### src/core/conv_cfg_pkg.sv
// Package with register map, reset values and bus types of the converter configuration bank
package conv_cfg_pkg;

  // Register indexes; byte address is four times the index
  localparam logic [7:0] IDX_FS_B_LO = 8'h32;
  localparam logic [7:0] IDX_FS_B_HI = 8'h33;
  localparam logic [7:0] IDX_REF_BYPASS = 8'h38;
  localparam logic [7:0] IDX_TS_CTRL = 8'h3b;
  localparam logic [7:0] IDX_LANE_PE = 8'h48;
  localparam logic [7:0] IDX_ROUTING = 8'h60;
  localparam logic [7:0] IDX_CAL_EN = 8'h61;
  localparam logic [7:0] IDX_CAL_CFG = 8'h62;
  localparam logic [7:0] IDX_CAL_STATE = 8'h6a;
  localparam logic [7:0] IDX_CAL_PIN = 8'h6b;
  localparam logic [7:0] IDX_CAL_TRIG = 8'h6c;
  localparam logic [7:0] IDX_LOW_POWER_BACKGROUND_CAL = 8'h6e;
  localparam logic [7:0] IDX_CAL_DATA_EN = 8'h70;
  localparam logic [7:0] IDX_CAL_DATA = 8'h71;

  // Values after reset
  localparam logic [15:0] RST_FS_B = 16'ha000;
  localparam logic [7:0] RST_REF_BYPASS = 8'h00;
  localparam logic [7:0] RST_TS_CTRL = 8'h00;
  localparam logic [7:0] RST_LANE_PE = 8'h00;
  localparam logic [7:0] RST_ROUTING = 8'h01;
  localparam logic [7:0] RST_CAL_EN = 8'h01;
  localparam logic [7:0] RST_CAL_CFG = 8'h01;
  localparam logic [7:0] RST_CAL_PIN = 8'h00;
  localparam logic [7:0] RST_CAL_TRIG = 8'h01;
  localparam logic [7:0] RST_LOW_POWER_BACKGROUND_CAL = 8'h88;
  localparam logic [7:0] RST_CAL_DATA_EN = 8'h00;

  // Value returned from holes and unmapped addresses
  localparam logic [7:0] HOLE_VALUE = 8'h00;

  // Field positions
  localparam int REF_BYPASS_BIT = 0;
  localparam int TS_RECV_EN_BIT = 0;
  localparam int TS_LVPECL_BIT = 1;
  localparam int LANE_PE_LSB = 0;

  // Full-scale code breakpoints and their millivolt values
  localparam logic [15:0] FS_CODE_MIN = 16'h2000;
  localparam logic [15:0] FS_CODE_MID = 16'ha000;
  localparam logic [9:0] FS_MV_MIN = 10'h1f4;
  localparam logic [9:0] FS_MV_MID = 10'h320;
  // Scale factors: 300 mV over 2^15 codes, 200 mV over 0x5fff codes in 2^21 units
  localparam logic [8:0] FS_LO_SLOPE = 9'h12c;
  localparam int FS_LO_SHIFT = 15;
  localparam logic [14:0] FS_HI_SLOPE = 15'h42ac;
  localparam int FS_HI_SHIFT = 21;

  // AHB-Lite encodings
  localparam logic [1:0] HTRANS_NONSEQ = 2'b10;
  localparam logic [2:0] HSIZE_WORD = 3'b010;
  localparam logic HRESP_OKAY = 1'b0;

  typedef struct packed {
    logic wr;
    logic rd;
    logic mapped;
    logic [7:0] idx;
    logic [7:0] wdata;
  } bus_req_t;

  typedef struct packed {
    logic [7:0] routing;
    logic [7:0] enable;
    logic [7:0] config_b;
    logic [7:0] pin_cfg;
    logic [7:0] soft_trig;
    logic [7:0] low_power;
    logic [7:0] data_en;
  } cal_ctrl_t;

endpackage : conv_cfg_pkg

### src/core/conv_cfg_regs.sv
// Configuration register bank for input B, reference, timestamp, lanes and calibration
//
// The AHB-Lite interface to the registers is this design's own decision.
`timescale 1ns/1ps

// Notes on behaviour
// - A 16-bit read/write input-B full-scale code over two indexes resets to 0xa000 and drives input B.
// - The full-scale code maps 0x2000 to 500 mV, 0xa000 to 800 mV and 0xffff to 1000 mV.
// - Reference bypass bit 0 selects the analog supply rail as reference and resets to zero.
// - Timestamp control bit 0 enables the timestamp input receiver and resets to zero.
// - Timestamp control bit 1 selects low-voltage PECL signalling and resets to zero.
// - The four-bit pre-emphasis field is one setting copied to all serial lanes.
// - The pre-emphasis register sits at 0x048, resets to 0x00, with bits 7 to 4 reserved read/write.
// - The low-power background calibration register sits at 0x06e and resets to 0x88.
// - Calibration enable, configuration and software trigger registers reset to 0x01.
// - Calibration status and data come from the calibration hardware, not from a reset value.
// - Calibration data enable and pin configuration registers reset to 0x00.
module conv_cfg_regs
  import conv_cfg_pkg::*;
#(
  parameter int NUM_LANES = 16,
  parameter int PE_W = 4
)
(
  input wire logic hclk,
  input wire logic hresetn,
  input wire logic hsel,
  input wire logic [31:0] haddr,
  input wire logic [1:0] htrans,
  input wire logic hwrite,
  input wire logic [2:0] hsize,
  input wire logic hready,
  input wire logic [31:0] hwdata,
  output logic hreadyout,
  output logic hresp,
  output logic [31:0] hrdata,
  output logic [15:0] input_b_fullscale_code,
  output logic [9:0] input_b_fullscale_mv,
  output logic reference_bypass_select,
  output logic timestamp_receiver_enable,
  output logic timestamp_lowvolt_pecl_select,
  output logic [NUM_LANES-1:0][PE_W-1:0] lane_preemphasis,
  output cal_ctrl_t cal_ctrl,
  input wire logic [7:0] cal_state_in,
  input wire logic [7:0] cal_data_in,
  output logic cal_data_wr,
  output logic [7:0] cal_data_wdata
);

  bus_req_t req;
  logic hreadyout_q;
  logic hresp_q;
  logic [31:0] hrdata_q;
  logic [15:0] fs_b_q;
  logic [9:0] fs_mv_q;
  logic [7:0] ref_bypass_q;
  logic [7:0] ts_ctrl_q;
  logic [7:0] lane_pe_q;
  cal_ctrl_t cal_q;
  logic cal_data_wr_q;
  logic [7:0] cal_data_wdata_q;
  logic [NUM_LANES-1:0][PE_W-1:0] lane_pe_out_q;
  logic ref_sel_q;
  logic ts_en_q;
  logic ts_pecl_q;

  ahb_cfg_front u_front (
    .hclk(hclk),
    .hresetn(hresetn),
    .hsel(hsel),
    .haddr(haddr),
    .htrans(htrans),
    .hwrite(hwrite),
    .hsize(hsize),
    .hready(hready),
    .hwdata(hwdata),
    .hreadyout_q(hreadyout_q),
    .req(req)
  );

  // Write strobe for one index
  function automatic logic wr_hit(input bus_req_t r, input logic [7:0] idx);
    wr_hit = r.wr && r.mapped && (r.idx == idx);
  endfunction : wr_hit

  // Piecewise code to millivolt conversion
  function automatic logic [9:0] fs_to_mv(input logic [15:0] code);
    logic [15:0] d;
    logic [24:0] lo;
    logic [30:0] hi;
    d = 16'h0000;
    lo = 25'h0000000;
    hi = 31'h00000000;
    if (code >= FS_CODE_MID)
    begin
      d = code - FS_CODE_MID;
      hi = 31'(d) * 31'(FS_HI_SLOPE);
      fs_to_mv = FS_MV_MID + 10'(hi >> FS_HI_SHIFT);
    end
    else if (code >= FS_CODE_MIN)
    begin
      d = code - FS_CODE_MIN;
      lo = 25'(d) * 25'(FS_LO_SLOPE);
      fs_to_mv = FS_MV_MIN + 10'(lo >> FS_LO_SHIFT);
    end
    else
    begin
      d = FS_CODE_MIN - code;
      lo = 25'(d) * 25'(FS_LO_SLOPE);
      fs_to_mv = FS_MV_MIN - 10'(lo >> FS_LO_SHIFT);
    end
  endfunction : fs_to_mv

  // Input-B full-scale code, low byte then high byte
  always_ff @(posedge hclk or negedge hresetn)
  begin
    if (!hresetn)
    begin
      fs_b_q <= RST_FS_B;
    end
    else
    begin
      // Codes below the recommended minimum are still stored
      if (wr_hit(req, IDX_FS_B_LO))
      begin
        fs_b_q[7:0] <= req.wdata;
      end
      if (wr_hit(req, IDX_FS_B_HI))
      begin
        fs_b_q[15:8] <= req.wdata;
      end
    end
  end

  // Millivolt view of the full-scale setting
  always_ff @(posedge hclk or negedge hresetn)
  begin
    if (!hresetn)
    begin
      fs_mv_q <= FS_MV_MID;
    end
    else
    begin
      fs_mv_q <= fs_to_mv(fs_b_q);
    end
  end

  // Reference bypass and timestamp control
  always_ff @(posedge hclk or negedge hresetn)
  begin
    if (!hresetn)
    begin
      ref_bypass_q <= RST_REF_BYPASS;
      ts_ctrl_q <= RST_TS_CTRL;
    end
    else
    begin
      if (wr_hit(req, IDX_REF_BYPASS))
      begin
        ref_bypass_q <= req.wdata;
      end
      if (wr_hit(req, IDX_TS_CTRL))
      begin
        ts_ctrl_q <= req.wdata;
      end
    end
  end

  // Static control outputs
  always_ff @(posedge hclk or negedge hresetn)
  begin
    if (!hresetn)
    begin
      ref_sel_q <= 1'b0;
      ts_en_q <= 1'b0;
      ts_pecl_q <= 1'b0;
    end
    else
    begin
      ref_sel_q <= ref_bypass_q[REF_BYPASS_BIT];
      ts_en_q <= ts_ctrl_q[TS_RECV_EN_BIT];
      ts_pecl_q <= ts_ctrl_q[TS_LVPECL_BIT];
    end
  end

  // Pre-emphasis register, reserved upper bits kept as written
  always_ff @(posedge hclk or negedge hresetn)
  begin
    if (!hresetn)
    begin
      lane_pe_q <= RST_LANE_PE;
    end
    else if (wr_hit(req, IDX_LANE_PE))
    begin
      lane_pe_q <= req.wdata;
    end
  end

  // One global setting fanned out to each lane
  for (genvar g = 0; g < NUM_LANES; g++)
  begin : g_lane
    always_ff @(posedge hclk or negedge hresetn)
    begin
      if (!hresetn)
      begin
        lane_pe_out_q[g] <= '0;
      end
      else
      begin
        lane_pe_out_q[g] <= lane_pe_q[LANE_PE_LSB +: PE_W];
      end
    end
  end

  // Calibration control registers
  always_ff @(posedge hclk or negedge hresetn)
  begin
    if (!hresetn)
    begin
      cal_q.routing <= RST_ROUTING;
      cal_q.enable <= RST_CAL_EN;
      cal_q.config_b <= RST_CAL_CFG;
      cal_q.pin_cfg <= RST_CAL_PIN;
      cal_q.soft_trig <= RST_CAL_TRIG;
      cal_q.low_power <= RST_LOW_POWER_BACKGROUND_CAL;
      cal_q.data_en <= RST_CAL_DATA_EN;
    end
    else
    begin
      if (wr_hit(req, IDX_ROUTING))
      begin
        cal_q.routing <= req.wdata;
      end
      if (wr_hit(req, IDX_CAL_EN))
      begin
        cal_q.enable <= req.wdata;
      end
      if (wr_hit(req, IDX_CAL_CFG))
      begin
        cal_q.config_b <= req.wdata;
      end
      if (wr_hit(req, IDX_CAL_PIN))
      begin
        cal_q.pin_cfg <= req.wdata;
      end
      if (wr_hit(req, IDX_CAL_TRIG))
      begin
        cal_q.soft_trig <= req.wdata;
      end
      if (wr_hit(req, IDX_LOW_POWER_BACKGROUND_CAL))
      begin
        cal_q.low_power <= req.wdata;
      end
      if (wr_hit(req, IDX_CAL_DATA_EN))
      begin
        cal_q.data_en <= req.wdata;
      end
    end
  end

  // Calibration data writes pass to the calibration hardware
  always_ff @(posedge hclk or negedge hresetn)
  begin
    if (!hresetn)
    begin
      cal_data_wr_q <= 1'b0;
      cal_data_wdata_q <= 8'h00;
    end
    else
    begin
      cal_data_wr_q <= wr_hit(req, IDX_CAL_DATA);
      if (wr_hit(req, IDX_CAL_DATA))
      begin
        cal_data_wdata_q <= req.wdata;
      end
    end
  end

  // Read data, holes and unmapped addresses give a fixed value
  always_ff @(posedge hclk or negedge hresetn)
  begin
    if (!hresetn)
    begin
      hrdata_q <= 32'h00000000;
    end
    else if (req.rd)
    begin
      hrdata_q <= 32'h00000000;
      if (!req.mapped)
      begin
        hrdata_q[7:0] <= HOLE_VALUE;
      end
      else
      begin
        unique case (req.idx)
          IDX_FS_B_LO: hrdata_q[7:0] <= fs_b_q[7:0];
          IDX_FS_B_HI: hrdata_q[7:0] <= fs_b_q[15:8];
          IDX_REF_BYPASS: hrdata_q[7:0] <= ref_bypass_q;
          IDX_TS_CTRL: hrdata_q[7:0] <= ts_ctrl_q;
          IDX_LANE_PE: hrdata_q[7:0] <= lane_pe_q;
          IDX_ROUTING: hrdata_q[7:0] <= cal_q.routing;
          IDX_CAL_EN: hrdata_q[7:0] <= cal_q.enable;
          IDX_CAL_CFG: hrdata_q[7:0] <= cal_q.config_b;
          IDX_CAL_STATE: hrdata_q[7:0] <= cal_state_in;
          IDX_CAL_PIN: hrdata_q[7:0] <= cal_q.pin_cfg;
          IDX_CAL_TRIG: hrdata_q[7:0] <= cal_q.soft_trig;
          IDX_LOW_POWER_BACKGROUND_CAL: hrdata_q[7:0] <= cal_q.low_power;
          IDX_CAL_DATA_EN: hrdata_q[7:0] <= cal_q.data_en;
          IDX_CAL_DATA: hrdata_q[7:0] <= cal_data_in;
          default: hrdata_q[7:0] <= HOLE_VALUE;
        endcase
      end
    end
  end

  // Response is always OKAY
  always_ff @(posedge hclk or negedge hresetn)
  begin
    if (!hresetn)
    begin
      hresp_q <= HRESP_OKAY;
    end
    else
    begin
      hresp_q <= HRESP_OKAY;
    end
  end

  assign hreadyout = hreadyout_q;
  assign hresp = hresp_q;
  assign hrdata = hrdata_q;
  assign input_b_fullscale_code = fs_b_q;
  assign input_b_fullscale_mv = fs_mv_q;
  assign reference_bypass_select = ref_sel_q;
  assign timestamp_receiver_enable = ts_en_q;
  assign timestamp_lowvolt_pecl_select = ts_pecl_q;
  assign lane_preemphasis = lane_pe_out_q;
  assign cal_ctrl = cal_q;
  assign cal_data_wr = cal_data_wr_q;
  assign cal_data_wdata = cal_data_wdata_q;

endmodule : conv_cfg_regs

### src/core/ahb_cfg_front.sv
// AHB-Lite slave front end turning bus transfers into register requests
`timescale 1ns/1ps
module ahb_cfg_front
  import conv_cfg_pkg::*;
(
  input wire logic hclk,
  input wire logic hresetn,
  input wire logic hsel,
  input wire logic [31:0] haddr,
  input wire logic [1:0] htrans,
  input wire logic hwrite,
  input wire logic [2:0] hsize,
  input wire logic hready,
  input wire logic [31:0] hwdata,
  output logic hreadyout_q,
  output bus_req_t req
);

  logic pend_q;
  logic wr_q;
  logic mapped_q;
  logic [7:0] idx_q;
  logic take;

  assign take = hsel && hready && (htrans == HTRANS_NONSEQ);

  // Address phase capture
  always_ff @(posedge hclk or negedge hresetn)
  begin
    if (!hresetn)
    begin
      wr_q <= 1'b0;
      mapped_q <= 1'b0;
      idx_q <= 8'h00;
    end
    else if (take)
    begin
      wr_q <= hwrite && (hsize == HSIZE_WORD);
      mapped_q <= (haddr[31:10] == 22'h000000) && (haddr[1:0] == 2'b00);
      idx_q <= haddr[9:2];
    end
  end

  // One wait state per transfer
  always_ff @(posedge hclk or negedge hresetn)
  begin
    if (!hresetn)
    begin
      pend_q <= 1'b0;
      hreadyout_q <= 1'b1;
    end
    else
    begin
      pend_q <= take;
      hreadyout_q <= !take;
    end
  end

  always_comb
  begin
    req.wr = pend_q && wr_q;
    req.rd = pend_q && !wr_q;
    req.mapped = mapped_q;
    req.idx = idx_q;
    req.wdata = hwdata[7:0];
  end

endmodule : ahb_cfg_front

### config.mk
export PLATFORM = sky130hd
export DESIGN_NAME = conv_cfg_regs
export DESIGN_NICKNAME = d
export VERILOG_FILES = /design/src/core/conv_cfg_pkg.sv /design/src/core/conv_cfg_regs.sv /design/src/core/ahb_cfg_front.sv
export SDC_FILE = /design/constraint.sdc
export NUM_CORES = 1
export LEC_CHECK = 0
export BUFFER_PORTS_ARGS = -buffer_cell sky130_fd_sc_hd__buf_2
export CAP_MARGIN = 10
export CELL_PAD_IN_SITES_DETAIL_PLACEMENT = 1
export CELL_PAD_IN_SITES_GLOBAL_PLACEMENT = 1
export CORE_ASPECT_RATIO = 0.75
export CORE_MARGIN = 2
export CORE_UTILIZATION = 47
export DETAILED_ROUTE_END_ITERATION = 10
export PLACE_DENSITY = 0.85
export SLEW_MARGIN = 20
export SYNTH_ARGS = -nofsm -noshare
export SYNTH_HDL_FRONTEND = slang
export SYNTH_SLANG_ARGS = --single-unit
### constraint.sdc
create_clock -name hclk -period 17.1 [get_ports hclk]
set_clock_uncertainty 0.05 [all_clocks]
set_input_delay 0.855 -clock hclk [delete_from_list [all_inputs] [get_ports hclk]]
set_output_delay 0.855 -clock hclk [all_outputs]
set_load 0.02 [all_outputs]
==> results.py, run 1 <==
metrics = {
    "power": {
        "p_leak_nw": 8.35,
        "p_per_area_nw_per_um2": 105,
        "power_mw": 1.68,
        "peakVddDrop_mv": 0.0761,
    },
    "timing": {
        "maxSlewHeadroom_pct": 31.8,
        "clock.fmax_mhz": 139,
        "hold_viol": 0,
        "setup_viol": 0,
        "worstMarginPinSlew_ns": 1.02,
        "rsz0062_at_grt": "no",
        "hold_ws_ns": 0.343,
        "worst_slack_ns": 9.92,
        "drv_slew": 0,
        "finalCritPeriodShare_pct": 42.0,
        "fin_tns_setup_ns": 0,
        "period_needed_ns": 7.18,
    },
    "synthesis": {
        "yosys_warnings": 0,
        "synth_flop_cell": "dfrtp_1",
        "yosysUniqueCellTypes": 93,
        "ys_seq_area_share_pct": 24.9,
        "async_reset_ff_share_pct": 100,
        "synth_edf_count": 0,
        "ys_ff_latch": 142,
        "synthCells": 1470,
        "avgSynthCellArea_um2": 9.75,
        "syn_area_um2": 14300,
    },
    "setup_path": {
        "critPathMaxFanout": 12,
        "crit_arrival_ns": 7.50,
        "start_kind": "register",
        "path_class": "reg -> reg",
        "worstPathRequired_ns": 17.42,
        "endpoint_kind": "register",
    },
    "grt": {
        "grt_pass1_wl_mm": 73.0,
        "grt_max_degree": 75,
        "grt_pass1_vias": 12600,
        "grt-ovfl-total": 0,
        "antenna_found_initial": 0,
        "grt.total_usage_pct": 30.1,
    },
    "clock_network": {
        "clock_sinks": 142,
        "worstSkewPairLatency_ns": 0.44,
        "cts_resized": 0,
        "cts_buffers": 17,
        "cts-htree-levels": 4,
        "clockBufferDepth": 2,
        "cts_tree": "done",
        "clk_transition_reported_paths_ns": 0.08,
        "ctsHoldBuffers": 0,
        "post_cts_buffers": 0,
        "clockRootBuffer": "clkbuf_16",
    },
    "placed_design": {
        "port_buffers": 232,
        "place_congestion": 0.917,
        "dp_hpwl_mm": 36.0,
        "dp_cells": 2017,
        "dp_slack_ns": 10.01,
        "dpl_cell_area_um2": 15400,
    },
    "worst_hold_path": {
        "hp-class": "in -> async",
    },
    "routing": {
        "firstDrtPassIters": 6,
        "wl_per_cell_um": 23.2,
        "drtIter0Drc": 1053,
        "totalWireLength_mm": 47.6,
        "ant_nets": 0,
        "drc": 0,
        "viasPerCell": 5.83,
        "vias": 12000,
    },
    "finish": {
        "finalInstanceArea_um2": 16000,
        "final_cells": 2050,
        "diodes": 0,
        "nFillCells": 3452,
        "seqCellArea_um2": 3570,
        "multi_input_area_um2": 9200,
        "fin_util_pct": 53.2,
        "syn_to_final_growth_pct": 11.7,
        "layout.nets": 2015,
        "drive_gt1_share_pct": 24.9,
    },
    "die": {
        "io_pins": 282,
        "dieArea_um2": 31900,
        "die_x_um": 206,
        "rows": 55,
        "dieHeight_um": 155,
        "initial_core_util_pct": 47.7,
        "core_area_um2": 30100,
    },
    "outcome": {
        "status": "finished clean",
    },
    "run": {
        "cap_violations": 0,
    },
}
[report_power, final]
part           internal [mW]  leakage, nW  total [mW]  switching (mW)
sequential             0.362         1.77       0.385          0.0233
clock                  0.197        0.288       0.383           0.186
combinational          0.350         6.30       0.914           0.564
total                  0.909         8.35        1.68           0.773
[sequential cells by signal, summed over array words and instances, names as in the netlist, 8 cells and up]
signal	count
input_b_fullscale_code	16
ts_ctrl_q	8
hrdata	8
u_front.idx_q	8
cal_ctrl	56
ref_bypass_q	8
lane_pe_q	8
input_b_fullscale_mv	10
cal_data_wdata	8
[layer usage]
metal / global-route usage, % / vias up / part of all wire, %
met3: 5.82 / 93 / 8.2
met1: 41.4 / 6060 / 43
li1: - / 5269 / -
met2: 48.0 / 534 / 46
met5: 0 / - / 0
met4: 9.76 / 0 / 2.6
[area by class of cell]
class	instances	area share, %
clock buffer	17	2.66
clock inverter	15	1.02
inverter	243	5.70
multi-input combinational	993	57.5
sequential	142	22.3
tap	399	3.12
timing repair buffer	241	7.72
[cells in the mapped netlist, types with 8 or more instances]
master | count | area [um^2]
a211oi_1 | 10 | 75.1
a21o_1 | 8 | 60.1
a21oi_1 | 59 | 295
a221oi_1 | 10 | 87.6
a222oi_1 | 8 | 80.1
a22o_1 | 9 | 78.8
and3_1 | 11 | 68.8
buf_4 | 85 | 638
clkbuf_1 | 26 | 97.6
dfrtp_1 | 130 | 3250
dfstp_2 | 12 | 315
fa_1 | 90 | 1800
ha_1 | 197 | 2460
inv_1 | 241 | 905
mux2_2 | 98 | 1100
mux2i_1 | 20 | 200
nand2_1 | 95 | 357
nand3_1 | 24 | 120
nand4_1 | 8 | 50.1
nor2_1 | 57 | 214
nor2b_1 | 10 | 62.6
nor3_1 | 14 | 70.1
nor4_1 | 10 | 62.6
o211ai_1 | 8 | 60.1
o21a_1 | 13 | 97.6
o21ai_0 | 37 | 185
o21ai_1 | 9 | 45.0
xnor2_1 | 29 | 254
xor2_1 | 14 | 123
[cell families (layout without fill, tap and decap cells)]
kind of cell,count (synthesis),count (layout),share of synthesized area (%)
buffers and inverters,359,516,11.7
XOR/XNOR,43,43,2.63
AND/OR/NAND/NOR,283,283,10.0
multiplexers,118,118,9.09
flip-flops,142,142,24.9
adder cells (fa/ha/maj),288,288,29.8
other,1,25,0.0262
AO/OA/AOI/OAI,236,236,11.8
[path summary, 6_finish.rpt]
kind	from	endpoint	slack (ns)	cells after the start
worst max register to register	input_b_fullscale_code[13]$_DFFE_PN1P_	input_b_fullscale_mv[8]$_DFF_PN1_	9.92	21
min in group hclk	ref_bypass_q[0]$_DFFE_PN0P_	reference_bypass_select$_DFF_PN0_	0.35	0
max in group asynchronous	hresetn	lane_preemphasis[62]$_DFF_PN0_	15.43	2
worst min register to register	ref_bypass_q[0]$_DFFE_PN0P_	reference_bypass_select$_DFF_PN0_	0.35	0
worst min-delay path	hresetn	cal_ctrl[7]$_DFFE_PN0P_	0.34	1
worst max-delay path	input_b_fullscale_code[13]$_DFFE_PN1P_	input_b_fullscale_mv[8]$_DFF_PN1_	9.92	21
[layout by cell type (no fill, tap or decap), types with 8 or more instances in the layout]
cell type  count
a211oi_1      10
a21o_1         8
a21oi_1       59
a221oi_1      10
a222oi_1       8
a22o_1         9
and3_1        11
buf_2        232
clkbuf_16     17
conb_1        25
dfrtp_1      130
dfstp_2       12
fa_1          90
ha_1         197
inv_1        241
mux2_2        98
mux2i_1       20
nand2_1       95
nand3_1       24
nand4_1        8
nor2_1        57
nor2b_1       10
nor3_1        11
nor4_1        10
o211ai_1       8
o21a_1        13
o21ai_0       37
o21ai_1        9
xnor2_1       29
xor2_1        14
[critical path: stages, from the launching register on]
cell      delay [ns]
dfstp_2         0.76
inv_1           0.37
ha_1            0.60
inv_1           0.25
ha_1            0.37
inv_1           0.07
fa_1            0.53
inv_1           0.05
ha_1            0.27
inv_1           0.06
fa_1            0.49
inv_1           0.07
fa_1            0.49
ha_1            0.26
or3_1           0.36
a221oi_1        0.57
o31a_1          0.25
a21oi_2         0.11
nor4b_2         0.32
or3b_1          0.41
a31o_1          0.20
a31oi_2         0.21
Note: power is estimated with default switching activity, not from simulation.
==> inputs of run 2 (changes only) <==
- CORE_UTILIZATION: 47 -> 44
- PLACE_DENSITY: 0.85 -> 0.81
- clock period: 17.1 -> 6.8 ns (I/O delays scaled with it)
==> run 2 against run 1 <==
Sequential power grew to 2.5 times the previous value. Sequential share of layout area is 0.32 points lower. Fmax is 8.5% higher. Cell count is 3.1% higher. Combinational power is 150% higher. Setup slack worse by 9.7 ns. Die area is 6.7% higher. Critical path type unchanged. Global-route usage is 3.7 points lower. Register-to-register slack worse by 9.7 ns. Clock-buffer cell count stayed put.
==> results.py, run 2 (synthesized netlist as in run 1, its figures left out) <==
metrics = {
    "routing": {
        "firstDrtPassIters": 5,
        "viasPerCell": 5.58,
        "ant_nets": 0,
        "wl_per_cell_um": 21.5,
        "drtIter0Drc": 906,
        "vias": 11800,
        "totalWireLength_mm": 45.3,
        "drc": 0,
    },
    "setup_path": {
        "start_kind": "register",
        "cp_num_buf_inv": 4,
        "endpoint_kind": "register",
        "path_class": "reg -> reg",
        "slowest_delay_ns": 0.55,
        "crit_arrival_ns": 6.94,
        "cp_cell_sequence": "or3_1, nand3b_1, or3_1, inv_1, nand3_1, xnor2_2, buf_4, ha_1, ha_1, fa_1, inv_1, fa_1, inv_1, ha_1, o21a_1, a21o_1, a211oi_1, nand3_1, ha_2, o32ai_4, nand4_1, xnor2_2, o211ai_2, a31oi_2",
        "critPathMaxFanout": 6,
        "cp_top_family": "adder cells",
        "slowest_stage": "fa_1",
        "worstPathRequired_ns": 7.12,
    },
    "finish": {
        "drive_gt1_share_pct": 26.1,
        "nFillCells": 3808,
        "layout_commonest_cell": "inv_1",
        "fin_util_pct": 50.4,
        "largest_reg_flops": 56,
        "finalInstanceArea_um2": 16200,
        "syn_to_final_growth_pct": 13.3,
        "layout.nets": 2035,
        "seqCellArea_um2": 3570,
        "multi_input_area_um2": 9250,
        "diodes": 0,
        "final_cell_mix": "inv_1 (241), buf_2 (231), ha_1 (196), dfrtp_1 (130), mux2_2 (98)",
    },
    "run": {
        "cap_violations": 0,
    },
    "timing": {
        "worst_slack_ns": 0.183,
        "rsz0062_at_grt": "yes",
        "finalCritPeriodShare_pct": 97.3,
        "period_needed_ns": 6.62,
        "drv_slew": 0,
        "maxSlewHeadroom_pct": 15.9,
        "setup_viol": 0,
        "clock.fmax_mhz": 151,
        "fin_tns_setup_ns": 0,
        "hold_viol": 0,
        "worstMarginPinSlew_ns": 1.25,
    },
    "die": {
        "core_area_um2": 32200,
        "rows": 57,
        "die_x_um": 212,
        "initial_core_util_pct": 44.5,
        "dieHeight_um": 160,
        "io_pins": 282,
        "dieArea_um2": 34100,
    },
    "clock_network": {
        "worstSkewPairLatency_ns": 0.44,
        "clockRootBuffer": "clkbuf_16",
        "clock_sinks": 142,
        "clk_transition_reported_paths_ns": 0.08,
        "cts_buffers": 17,
        "cts_tree": "done",
        "cts-htree-levels": 4,
        "clockBufferDepth": 2,
    },
    "power": {
        "peakVddDrop_mv": 0.169,
        "p_per_area_nw_per_um2": 258,
        "p_leak_nw": 8.45,
    },
    "placed_design": {
        "dpl_cell_area_um2": 15600,
        "place_congestion": 0.908,
        "dp_slack_ns": -0.0291,
        "port_buffers": 232,
        "dp_hpwl_mm": 36.0,
    },
    "grt": {
        "grt.total_usage_pct": 26.4,
        "antenna_found_initial": 0,
        "grt_pass1_vias": 12000,
        "grt-ovfl-total": 0,
        "grt_pass1_wl_mm": 68.6,
        "grt_max_degree": 75,
    },
    "worst_hold_path": {
        "hp-class": "in -> reg",
    },
    "outcome": {
        "status": "finished clean",
    },
}
[run 2: changes by cell type in the layout (fill, tap and decap cells not counted), sizes merged]
| cell | change |
|---|---|
| clkinvlp | +2 |
| buf | +19 |
| inv | -1 |
| clkinv | -1 |
| dlygate4sd3 | +1 |
[run 2: layout make-up]
type                    instances  share of cell area [%]
repair buffers                261                    8.54
clock buffers                  17                    2.62
multi-input cells             993                    57.0
inverters                     243                    5.62
flip-flops and latches        142                    22.0
clock inverters                15                   0.886
well taps                     442                    3.40
[run 2: tightest hold or removal path: stages]
cell,delay (ns)
buf_2,0.08
nand2_1,0.04
nand2_1,0.04
[run 2: layer usage]
| metal | global-route usage (%) | share of wire [%] | vias up |
|---|---|---|---|
| met5 | 0 | 0 | - |
| met2 | 41.6 | 46 | 406 |
| met1 | 37.6 | 46 | 6016 |
| met4 | 6.71 | 1.8 | 0 |
| li1 | - | - | 5310 |
| met3 | 4.81 | 6.8 | 58 |
[run 2: timing repair]
action	in CTS	in global routing
endpoints found under the setup margin	2	6
pin swaps	0	2
hold buffers	1	0
buffers inserted	0	2
gates cloned	0	0
endpoints found under the hold margin	63	0
gates resized for setup	1	8
[run 2: final timing paths]
path	startpoint	end	slack, ns	cells past startpoint
setup / recovery	input_b_fullscale_code[5]$_DFFE_PN0P_	input_b_fullscale_mv[8]$_DFF_PN1_	0.18	24
hold / removal	haddr[4]	u_front.idx_q[2]$_DFFE_PN0P_	0.05	3
setup reg to reg	input_b_fullscale_code[5]$_DFFE_PN0P_	input_b_fullscale_mv[8]$_DFF_PN1_	0.18	24
hold reg to reg	ref_bypass_q[0]$_DFFE_PN0P_	reference_bypass_select$_DFF_PN0_	0.36	0
max in group asynchronous	hresetn	input_b_fullscale_mv[3]$_DFF_PN0_	4.81	3
min in group asynchronous	hresetn	cal_ctrl[0]$_DFFE_PN0P_	0.43	2
[run 2: per-stage QoR]
step | total power [mW] | hold slack (ns) | cells
2_1_floorplan | 2.60 | -0.00559 | 1494
3_3_place_gp | 3.11 | 0.332 | 2078
3_5_place_dp | 3.19 | 0.337 | 2078
4_1_cts | 4.14 | 0.0422 | 2111
5_1_grt | 4.48 | 0.0575 | 2113
6_report | 4.19 | 0.0517 | 2113
[run 2: where the power goes]
group	switching [mW]	leakage [nW]	internal [mW]
sequential	0.0561	1.77	0.911
clock	0.452	0.274	0.487
combinational	1.39	6.41	0.894
total	1.90	8.45	2.29
